[src/pkg/ccr_pkg.sv]
// constants and types of the calibration control and result register group
//==============================================================================
// How it works
// RL1: each calibration flag, bits 4 to 0, reads 1 while enabled or running.
// RL2: each calibration flag reads 0 when idle and returns to 0 when done.
// RL3: writing 1 to bit 2 starts the audio DAC offset calibration.
// RL4: writing 1 to bit 1 starts the audio ADC offset calibration.
// RL5: writing 1 to bit 0 starts the longitudinal balance calibration.
// RL6: ring mismatch result is read/write bits 4:0, reset 0001_0000.
// RL7: tip mismatch result is read/write bits 4:0 in its own register.
// RL8: differential gain result is read/write bits 4:0, upper bits reserved.
// RL9: common-mode gain result is read/write bits 4:0, reset 0001_0001.
// RL10: current limit result is read/write bits 3:0, reset 0000_1000.
// RL11: monitor offset results share a register: one in 7:4, two in 3:0.
// RL12: DAC offset positive and negative bits sit at 3 and 2, reset zero.
// RL13: ADC offset positive and negative bits sit at 1 and 0.
// RL14: reserved bits read zero and ignore writes.
// RL15: a finished calibration stores its result before its flag clears.
//==============================================================================
`default_nettype none
package ccr_pkg;

    //==========================================================================
    // register offsets
    localparam logic [7:0] CCR_OFF_CAL_CTRL_TWO = 8'h61;
    localparam logic [7:0] CCR_OFF_RING_RESULT  = 8'h62;
    localparam logic [7:0] CCR_OFF_TIP_RESULT   = 8'h63;
    localparam logic [7:0] CCR_OFF_DIFF_RESULT  = 8'h64;
    localparam logic [7:0] CCR_OFF_CM_RESULT    = 8'h65;
    localparam logic [7:0] CCR_OFF_ILIM_RESULT  = 8'h66;
    localparam logic [7:0] CCR_OFF_MON_RESULT   = 8'h67;
    localparam logic [7:0] CCR_OFF_OFFSET_POL   = 8'h68;

    //==========================================================================
    // field positions and widths
    localparam int CCR_NUM_CAL       = 5;
    localparam int CCR_CAL_MON_ONE   = 4;
    localparam int CCR_CAL_MON_TWO   = 3;
    localparam int CCR_CAL_DAC       = 2;
    localparam int CCR_CAL_ADC       = 1;
    localparam int CCR_CAL_BALANCE   = 0;
    localparam int CCR_GAIN_W        = 5;
    localparam int CCR_NIB_W         = 4;
    localparam int CCR_MON_ONE_LSB   = 4;
    localparam int CCR_MON_TWO_LSB   = 0;
    localparam int CCR_DAC_POS_BIT   = 3;
    localparam int CCR_DAC_NEG_BIT   = 2;
    localparam int CCR_ADC_POS_BIT   = 1;
    localparam int CCR_ADC_NEG_BIT   = 0;
    localparam int CCR_RES_RING      = 4;
    localparam int CCR_RES_TIP       = 3;
    localparam int CCR_RES_DIFF      = 2;
    localparam int CCR_RES_CM        = 1;
    localparam int CCR_RES_ILIM      = 0;

    //==========================================================================
    // reset values
    localparam logic [4:0] CCR_RST_RING    = 5'h10;
    localparam logic [4:0] CCR_RST_TIP     = 5'h10;
    localparam logic [4:0] CCR_RST_DIFF    = 5'h00;
    localparam logic [4:0] CCR_RST_CM      = 5'h11;
    localparam logic [3:0] CCR_RST_ILIM    = 4'h8;
    localparam logic [3:0] CCR_RST_MON     = 4'h0;
    localparam logic [3:0] CCR_RST_BALANCE = 4'h0;
    localparam logic       CCR_RST_POL     = 1'b0;

    //==========================================================================
    // calibration unit states
    typedef enum logic [1:0]
    {
        CCR_IDLE = 2'b00,
        CCR_RUN  = 2'b01,
        CCR_LOAD = 2'b10
    } ccr_cal_state_e;

endpackage
`default_nettype wire

[src/pkg/ccr_cal_if.sv]
// carrier between the register group and one calibration unit
`timescale 1ns/100ps
`default_nettype none
interface ccr_cal_if;
    logic       start;
    logic       trim_done;
    logic [3:0] trim_result;
    logic       busy;
    logic       trim_req;
    logic       load;
    logic [3:0] result;

    modport unit
    (
        input  start,
        input  trim_done,
        input  trim_result,
        output busy,
        output trim_req,
        output load,
        output result
    );

    modport ctrl
    (
        output start,
        output trim_done,
        output trim_result,
        input  busy,
        input  trim_req,
        input  load,
        input  result
    );
endinterface
`default_nettype wire

[src/logic/ccr_cal_unit.sv]
// sequencer for one calibration: start, wait for trim, store, finish
`timescale 1ns/100ps
`default_nettype none
module ccr_cal_unit
(
    input  wire logic clock_i,
    input  wire logic nrst_i,
    ccr_cal_if.unit   cal
);

    typedef struct packed
    {
        ccr_pkg::ccr_cal_state_e state;
        logic [3:0]              result;
    } ccr_unit_s;

    ccr_unit_s st;
    ccr_unit_s next_st;

    //==========================================================================
    // next state
    always_comb
    begin
        next_st = st;
        unique case (st.state)
            ccr_pkg::CCR_IDLE:
            begin
                if (cal.start)
                begin
                    next_st.state = ccr_pkg::CCR_RUN;
                end
            end
            ccr_pkg::CCR_RUN:
            begin
                if (cal.trim_done)
                begin
                    next_st.result = cal.trim_result;
                    next_st.state  = ccr_pkg::CCR_LOAD;
                end
            end
            ccr_pkg::CCR_LOAD:
            begin
                // flag drops only after the store cycle [RL15]
                next_st.state = ccr_pkg::CCR_IDLE;
            end
            default:
            begin
                next_st.state = ccr_pkg::CCR_IDLE;
            end
        endcase
    end

    always_ff @(posedge clock_i or negedge nrst_i)
    begin
        if (!nrst_i)
        begin
            st <= '{state: ccr_pkg::CCR_IDLE, result: 4'h0};
        end
        else
        begin
            st <= next_st;
        end
    end

    //==========================================================================
    // outputs
    assign cal.busy     = (st.state != ccr_pkg::CCR_IDLE); // [RL1] [RL2]
    assign cal.trim_req = (st.state == ccr_pkg::CCR_RUN);
    assign cal.load     = (st.state == ccr_pkg::CCR_LOAD);
    assign cal.result   = st.result;

endmodule // ccr_cal_unit
`default_nettype wire

[src/logic/ccr_regs.sv]
// calibration control and result registers with five calibration sequencers
`timescale 1ns/100ps
`default_nettype none
module ccr_regs
(
    input  wire logic       clock_i,
    input  wire logic       nrst_i,
    // register port
    input  wire logic       reg_wr_i,
    input  wire logic       reg_rd_i,
    input  wire logic [7:0] reg_addr_i,
    input  wire logic [7:0] reg_wdata_i,
    output logic      [7:0] reg_rdata_o,
    // analog trim engine, one lane per calibration flag bit
    output logic      [4:0] trim_req_o,
    input  wire logic [4:0] trim_done_i,
    input  wire logic [3:0] trim_result_i [5],
    // results delivered by the system calibration engine
    input  wire logic [4:0] res_load_i,
    input  wire logic [4:0] res_value_i,
    // trim values applied to the analog front end
    output logic      [4:0] ring_mismatch_result_o,
    output logic      [4:0] tip_mismatch_result_o,
    output logic      [4:0] differential_gain_result_o,
    output logic      [4:0] common_mode_gain_result_o,
    output logic      [3:0] current_limit_result_o,
    output logic      [3:0] monitor_offset_result_one_o,
    output logic      [3:0] monitor_offset_result_two_o,
    output logic            dac_offset_positive_o,
    output logic            dac_offset_negative_o,
    output logic            adc_offset_positive_o,
    output logic            adc_offset_negative_o,
    output logic      [3:0] balance_result_o
);

    //==========================================================================
    // state
    typedef struct packed
    {
        logic [4:0] ring;
        logic [4:0] tip;
        logic [4:0] diff;
        logic [4:0] cm;
        logic [3:0] ilim;
        logic [3:0] mon_one;
        logic [3:0] mon_two;
        logic       dac_pos;
        logic       dac_neg;
        logic       adc_pos;
        logic       adc_neg;
        logic [3:0] balance;
        logic [7:0] rdata;
    } ccr_regs_s;

    ccr_regs_s st;
    ccr_regs_s next_st;

    logic [4:0] cal_busy;
    logic [4:0] cal_load;
    logic [4:0] cal_start;
    logic [3:0] cal_result [5];

    //==========================================================================
    // address decode
    function automatic logic hit(input logic [7:0] addr, input logic [7:0] off);
        hit = (addr == off);
    endfunction

    //==========================================================================
    // calibration sequencers
    ccr_cal_if cal_if [ccr_pkg::CCR_NUM_CAL] ();

    genvar g;
    generate
        for (g = 0; g < ccr_pkg::CCR_NUM_CAL; g++)
        begin : g_cal
            assign cal_if[g].start       = cal_start[g];
            assign cal_if[g].trim_done   = trim_done_i[g];
            assign cal_if[g].trim_result = trim_result_i[g];
            assign cal_busy[g]           = cal_if[g].busy;
            assign cal_load[g]           = cal_if[g].load;
            assign cal_result[g]         = cal_if[g].result;
            assign trim_req_o[g]         = cal_if[g].trim_req;

            ccr_cal_unit u_unit
            (
                .clock_i (clock_i),
                .nrst_i  (nrst_i),
                .cal     (cal_if[g])
            );
        end
    endgenerate

    // a 1 starts an idle calibration; 0 or a repeat while busy is ignored
    always_comb
    begin
        cal_start = 5'h00;
        if (reg_wr_i && hit(reg_addr_i, ccr_pkg::CCR_OFF_CAL_CTRL_TWO))
        begin
            cal_start = reg_wdata_i[4:0] & ~cal_busy; // [RL3] [RL4] [RL5]
        end
    end

    //==========================================================================
    // register update and read data
    always_comb
    begin
        next_st = st;

        // software writes; upper bits dropped [RL14]
        if (reg_wr_i)
        begin
            if (hit(reg_addr_i, ccr_pkg::CCR_OFF_RING_RESULT))
            begin
                next_st.ring = reg_wdata_i[4:0]; // [RL6]
            end
            if (hit(reg_addr_i, ccr_pkg::CCR_OFF_TIP_RESULT))
            begin
                next_st.tip = reg_wdata_i[4:0]; // [RL7]
            end
            if (hit(reg_addr_i, ccr_pkg::CCR_OFF_DIFF_RESULT))
            begin
                next_st.diff = reg_wdata_i[4:0]; // [RL8]
            end
            if (hit(reg_addr_i, ccr_pkg::CCR_OFF_CM_RESULT))
            begin
                next_st.cm = reg_wdata_i[4:0]; // [RL9]
            end
            if (hit(reg_addr_i, ccr_pkg::CCR_OFF_ILIM_RESULT))
            begin
                next_st.ilim = reg_wdata_i[3:0]; // [RL10]
            end
            if (hit(reg_addr_i, ccr_pkg::CCR_OFF_MON_RESULT))
            begin
                next_st.mon_one = reg_wdata_i[ccr_pkg::CCR_MON_ONE_LSB +: 4]; // [RL11]
                next_st.mon_two = reg_wdata_i[ccr_pkg::CCR_MON_TWO_LSB +: 4]; // [RL11]
            end
            if (hit(reg_addr_i, ccr_pkg::CCR_OFF_OFFSET_POL))
            begin
                next_st.dac_pos = reg_wdata_i[ccr_pkg::CCR_DAC_POS_BIT]; // [RL12]
                next_st.dac_neg = reg_wdata_i[ccr_pkg::CCR_DAC_NEG_BIT]; // [RL12]
                next_st.adc_pos = reg_wdata_i[ccr_pkg::CCR_ADC_POS_BIT]; // [RL13]
                next_st.adc_neg = reg_wdata_i[ccr_pkg::CCR_ADC_NEG_BIT]; // [RL13]
            end
        end

        // hardware results win over a software write in the same cycle
        if (res_load_i[ccr_pkg::CCR_RES_RING])
        begin
            next_st.ring = res_value_i;
        end
        if (res_load_i[ccr_pkg::CCR_RES_TIP])
        begin
            next_st.tip = res_value_i;
        end
        if (res_load_i[ccr_pkg::CCR_RES_DIFF])
        begin
            next_st.diff = res_value_i;
        end
        if (res_load_i[ccr_pkg::CCR_RES_CM])
        begin
            next_st.cm = res_value_i;
        end
        if (res_load_i[ccr_pkg::CCR_RES_ILIM])
        begin
            next_st.ilim = res_value_i[3:0];
        end

        // store results while the flag still reads 1 [RL15]
        if (cal_load[ccr_pkg::CCR_CAL_MON_ONE])
        begin
            next_st.mon_one = cal_result[ccr_pkg::CCR_CAL_MON_ONE];
        end
        if (cal_load[ccr_pkg::CCR_CAL_MON_TWO])
        begin
            next_st.mon_two = cal_result[ccr_pkg::CCR_CAL_MON_TWO];
        end
        if (cal_load[ccr_pkg::CCR_CAL_DAC])
        begin
            next_st.dac_pos = cal_result[ccr_pkg::CCR_CAL_DAC][1];
            next_st.dac_neg = cal_result[ccr_pkg::CCR_CAL_DAC][0];
        end
        if (cal_load[ccr_pkg::CCR_CAL_ADC])
        begin
            next_st.adc_pos = cal_result[ccr_pkg::CCR_CAL_ADC][1];
            next_st.adc_neg = cal_result[ccr_pkg::CCR_CAL_ADC][0];
        end
        if (cal_load[ccr_pkg::CCR_CAL_BALANCE])
        begin
            next_st.balance = cal_result[ccr_pkg::CCR_CAL_BALANCE];
        end

        // read data, reserved bits zero [RL14]
        if (reg_rd_i)
        begin
            next_st.rdata = 8'h00;
            if (hit(reg_addr_i, ccr_pkg::CCR_OFF_CAL_CTRL_TWO))
            begin
                next_st.rdata = {3'h0, cal_busy}; // [RL1] [RL2]
            end
            if (hit(reg_addr_i, ccr_pkg::CCR_OFF_RING_RESULT))
            begin
                next_st.rdata = {3'h0, st.ring};
            end
            if (hit(reg_addr_i, ccr_pkg::CCR_OFF_TIP_RESULT))
            begin
                next_st.rdata = {3'h0, st.tip};
            end
            if (hit(reg_addr_i, ccr_pkg::CCR_OFF_DIFF_RESULT))
            begin
                next_st.rdata = {3'h0, st.diff};
            end
            if (hit(reg_addr_i, ccr_pkg::CCR_OFF_CM_RESULT))
            begin
                next_st.rdata = {3'h0, st.cm};
            end
            if (hit(reg_addr_i, ccr_pkg::CCR_OFF_ILIM_RESULT))
            begin
                next_st.rdata = {4'h0, st.ilim};
            end
            if (hit(reg_addr_i, ccr_pkg::CCR_OFF_MON_RESULT))
            begin
                next_st.rdata = {st.mon_one, st.mon_two};
            end
            if (hit(reg_addr_i, ccr_pkg::CCR_OFF_OFFSET_POL))
            begin
                next_st.rdata = {4'h0, st.dac_pos, st.dac_neg, st.adc_pos, st.adc_neg};
            end
        end
    end

    always_ff @(posedge clock_i or negedge nrst_i)
    begin
        if (!nrst_i)
        begin
            st <= '{ring:    ccr_pkg::CCR_RST_RING,
                    tip:     ccr_pkg::CCR_RST_TIP,
                    diff:    ccr_pkg::CCR_RST_DIFF,
                    cm:      ccr_pkg::CCR_RST_CM,
                    ilim:    ccr_pkg::CCR_RST_ILIM,
                    mon_one: ccr_pkg::CCR_RST_MON,
                    mon_two: ccr_pkg::CCR_RST_MON,
                    dac_pos: ccr_pkg::CCR_RST_POL,
                    dac_neg: ccr_pkg::CCR_RST_POL,
                    adc_pos: ccr_pkg::CCR_RST_POL,
                    adc_neg: ccr_pkg::CCR_RST_POL,
                    balance: ccr_pkg::CCR_RST_BALANCE,
                    rdata:   8'h00};
        end
        else
        begin
            st <= next_st;
        end
    end

    //==========================================================================
    // outputs
    assign reg_rdata_o                 = st.rdata;
    assign ring_mismatch_result_o      = st.ring;
    assign tip_mismatch_result_o       = st.tip;
    assign differential_gain_result_o  = st.diff;
    assign common_mode_gain_result_o   = st.cm;
    assign current_limit_result_o      = st.ilim;
    assign monitor_offset_result_one_o = st.mon_one;
    assign monitor_offset_result_two_o = st.mon_two;
    assign dac_offset_positive_o       = st.dac_pos;
    assign dac_offset_negative_o       = st.dac_neg;
    assign adc_offset_positive_o       = st.adc_pos;
    assign adc_offset_negative_o       = st.adc_neg;
    assign balance_result_o            = st.balance;

endmodule // ccr_regs
`default_nettype wire

[config.mk]
export PLATFORM = sky130hd
export DESIGN_NAME = ccr_regs
export DESIGN_NICKNAME = d
export VERILOG_FILES = /design/src/pkg/ccr_pkg.sv /design/src/pkg/ccr_cal_if.sv /design/src/logic/ccr_cal_unit.sv /design/src/logic/ccr_regs.sv
export SDC_FILE = /design/constraint.sdc
export NUM_CORES = 1
export LEC_CHECK = 0
export BUFFER_PORTS_ARGS = -buffer_cell sky130_fd_sc_hd__buf_2
export CAP_MARGIN = 20
export CELL_PAD_IN_SITES_DETAIL_PLACEMENT = 0
export CELL_PAD_IN_SITES_GLOBAL_PLACEMENT = 1
export CORE_AREA = 8 8 113 115
export CTS_CLUSTER_DIAMETER = 40
export DETAILED_ROUTE_END_ITERATION = 10
export DIE_AREA = 0 0 121 123
export GPL_TIMING_DRIVEN = 0
export PLACE_DENSITY = 0.84
export RECOVER_POWER = 100
export SLEW_MARGIN = 20
export SYNTH_ARGS = -nofsm -noshare
export SYNTH_HDL_FRONTEND = slang
export SYNTH_SLANG_ARGS = --single-unit
export TNS_END_PERCENT = 30
[constraint.sdc]
create_clock -name clock_i -period 1.4 [get_ports clock_i]
set_clock_uncertainty 0.2 [all_clocks]
set_input_delay 0.14 -clock clock_i [delete_from_list [all_inputs] [get_ports clock_i]]
set_output_delay 0.14 -clock clock_i [all_outputs]
set_load 0.02 [all_outputs]
==> metrics.md <==
| Metric | Value |
|---|---|
| IO Port Bufs | `100` |
| Share of cells above drive strength 1 | `39.64%` |
| # rows | `39` |
| CP Cell Sequence | `or2_4 -> a221oi_2 -> a211oi_2 -> o21ba_2` |
| DRC viols | `0` |
| Setup crit start | `g_cal[2].u_unit.st[5]` |
| Most frequent cell after synthesis | `dfrtp_1` |
| Fmax | `0.6593 GHz` |
| Number of setup violations in the final report | `19` |
| CP required | `1.42 ns` |
| Slew Viols, Final | `0` |
| Area growth syn-to-layout | `43.30%` |
| Clock Tree Root | `clkbuf_16` |
| Outcome | `finished, violations left` |
| Final Instance Area | `0.005474 mm²` |
| CP max stage cell | `dfrtp_1` |
| Tcrit/Tclk final | `108.3%` |
| Worst Path Arrival | `approximately 1.5 ns` |
| Final Hold Viols | `0` |
| Hpwl dp | `8.262 mm` |
| Htree depth | `3` |
| RSZ-0062 raised after global routing | `true` |
| First-pass GRT wire length | `between 15 and 20 mm` |
| Leakage | `2.572 nW` |
| Maximum vdd drop | `roughly 530 µV` |
| Antenna viol nets, final | `0` |
| Critical path peak fanout | `4` |
| Diode count | `0` |
| Predominant post-synthesis flop cell | `dfrtp_1` |
| Mapped Cells | `335` |
| CTS tree | `done` |
| Seq/Total Area, Yosys | `48.64%` |
| Failing checks | `setup timing` |
| Clock sinks | `74` |
| Grt ovf | `0` |
| Nets | `547` |
| Post-Syn Area | `0.003820 mm²` |
| Initial Utilization | `34.49%` |
| Die area | `0.01488 mm²` |
| Register area | `between 0.0015 and 0.002 mm²` |
| Pwr dens | `between 1000 and 1500 mW/mm²` |
| Final min period | `between 1.5 and 2 ns` |
| Top cells by area, synth | `dfrtp_1, mux2_2, mux2i_1, dfstp_2, o21ai_0` |
| Post-synth EDFFs | `0` |
| Synth top cells by count | `dfrtp_1, mux2_2, mux2i_1` |
| Vias post-DR | `3129` |
| Initial antenna violation count | `0` |
| Core area | `between 0.01 and 0.015 mm²` |
| FF+latch count, synth | `74` |
| Fillcell total | `1047` |
| Mean Syn Cell Area | `11.40 µm²` |
| Area of the multi-input gates | `0.002002 mm²` |
| Longest Clk Path Bufs | `2` |
| CP endpoint kind | `register` |
| DR iter-0 viols | `105` |
| Setup TNS | `-0.7881 ns` |
| Worst slew margin | `61.76%` |
| Post-synthesis async set-or-reset flop share | `100.0%` |
| Worst setup path class | `register to register` |
| Library cells used by synthesis | `46` |
| CP delay by family, top | `compound AO/OA/AOI/OAI gates` |
| Vias in the first global route | `3365` |
| Dpl cell area | `0.004554 mm²` |
| WHS | `0.03289 ns` |
| Reg2reg start | `g_cal[2].u_unit.st[5]` |
| GPL Wtd Cong | `0.8317` |
| Final WL | `11.15 mm` |
| Die X | `121 µm` |
| CTS buffer count | `9` |
| Die H | `123 µm` |
| Max-Cap Viols | `0` |
| Worst-Skew Late Latency | `0.34 ns` |
| Final WS setup | `-0.1167 ns` |
| Biggest area consumer among synthesized cells | `dfrtp_1` |
| Top-area cell type share of the netlist area | `45.20%` |
| Largest net degree at the start of global routing | `45` |
| Worst Path Buf+Inv | `0` |
| # IOs | `about 110` |
| Clock Pin Slew Worst Setup and Hold Paths | `0.06 ns` |
| Synth warn | `0` |
| Tightest Hold Check Type | `input pin to register` |
| All-Layer GR Usage | `15.14%` |
| Worst-Margin Slew | `0.5736 ns` |
| Routed wire per std cell | `~17 µm` |
| HP Start | `reg_wdata_i[2]` |
| Vias per Instance | `about 5` |
| Synth Net Count | `390` |
| DR pass1 iterations | `4` |
| Crit start category | `register` |
| Crit path largest cell delay | `0.41 ns` |
-- report_power, final --
group	switching (mW)	internal (mW)
clock network	0.856	1.48
logic	0.538	0.421
registers	0.103	2.28
total	1.50	4.18
-- layer usage --
layer	GRT usage, %	up-vias	wire [µm]
li1	-	1515	-
met1	18.17	1519	4824
met2	24.80	77	5444
met3	4.475	18	619
met4	6.714	0	259
met5	0	-	0
-- kinds of logic (layout without fill, tap and decap cells) --
| logic type | count (synthesis) | after routing | share of synthesized area [%] |
|---|---|---|---|
| simple gates | 91 | 91 | 14.38 |
| buf+inv | 31 | 193 | 4.193 |
| mux | 78 | 78 | 22.08 |
| flops | 74 | 74 | 48.64 |
| compound gates | 61 | 61 | 10.71 |
-- sequential cells by signal, indices dropped and copies added, names as in the netlist --
signal,flops
g_cal.u_unit.st,10
monitor_offset_result_two_o,4
g_cal.u_unit.cal.result,16
dac_offset_negative_o,1
differential_gain_result_o,5
tip_mismatch_result_o,5
ring_mismatch_result_o,5
common_mode_gain_result_o,5
dac_offset_positive_o,1
adc_offset_positive_o,1
monitor_offset_result_one_o,4
balance_result_o,4
reg_rdata_o,8
adc_offset_negative_o,1
current_limit_result_o,4
-- layout make-up --
type / count / share of cell area, %
multi-input cells: 230 / 36.57
flip-flops and latches: 74 / 34.03
repair buffers: 148 / 17.49
clock buffers: 14 / 4.823
well taps: 143 / 3.269
plain buffers: 15 / 2.217
inverters: 14 / 0.9600
clock inverters: 2 / 0.6400
-- path summary, 6_finish.rpt --
kind	end	slack [ns]	cells after the start
max	reg_rdata_o[2]	-0.12	4
min	ring_mismatch_result_o[2]	0.03	3
max reg2reg	reg_rdata_o[2]	-0.12	4
min reg2reg	adc_offset_negative_o	0.28	2
max in group asynchronous	current_limit_result_o[3]	0.17	3
min in group asynchronous	differential_gain_result_o[4]	0.08	2
-- repair_timing --
action	in CTS	in global routing
buffers inserted	7	1
hold endpoints to repair	123	0
endpoints found under the setup margin	42	68
hold buffers	39	0
resized for setup	26	47
pin swaps	0	15
-- stage by stage --
stage / total power, mW / setup slack [ns] / instances / util, %
after floorplan: 2.867 / -0.1571 / 335 / -
after global placement: 3.236 / -0.4906 / 578 / 40.91
after detailed placement: 3.265 / -0.5075 / 579 / 41.12
after CTS: 5.702 / -0.1427 / 639 / 48.61
after global routing: 5.897 / -0.1664 / 640 / 49.42
final: 5.674 / -0.1167 / 640 / 49.42
-- cell usage in the layout (no fill, tap or decap), drive strengths merged, types with 9 or more instances in the layout --
cell type and n:
clkbuf 61, buf 77, nand2 24, inv 14, dlygate4sd3 39, nand2b 12
dfrtp 69, nor2 16, o21ai 21, mux2 50, nor2b 9, a21oi 17
mux2i 28
-- worst register-to-register path, cell delays in order, from the launching register on --
cell	delay (ns)
dfrtp_1	0.41
or2_4	0.26
a221oi_2	0.26
a211oi_2	0.08
o21ba_2	0.20
Note: power is estimated with default switching activity, not from simulation.
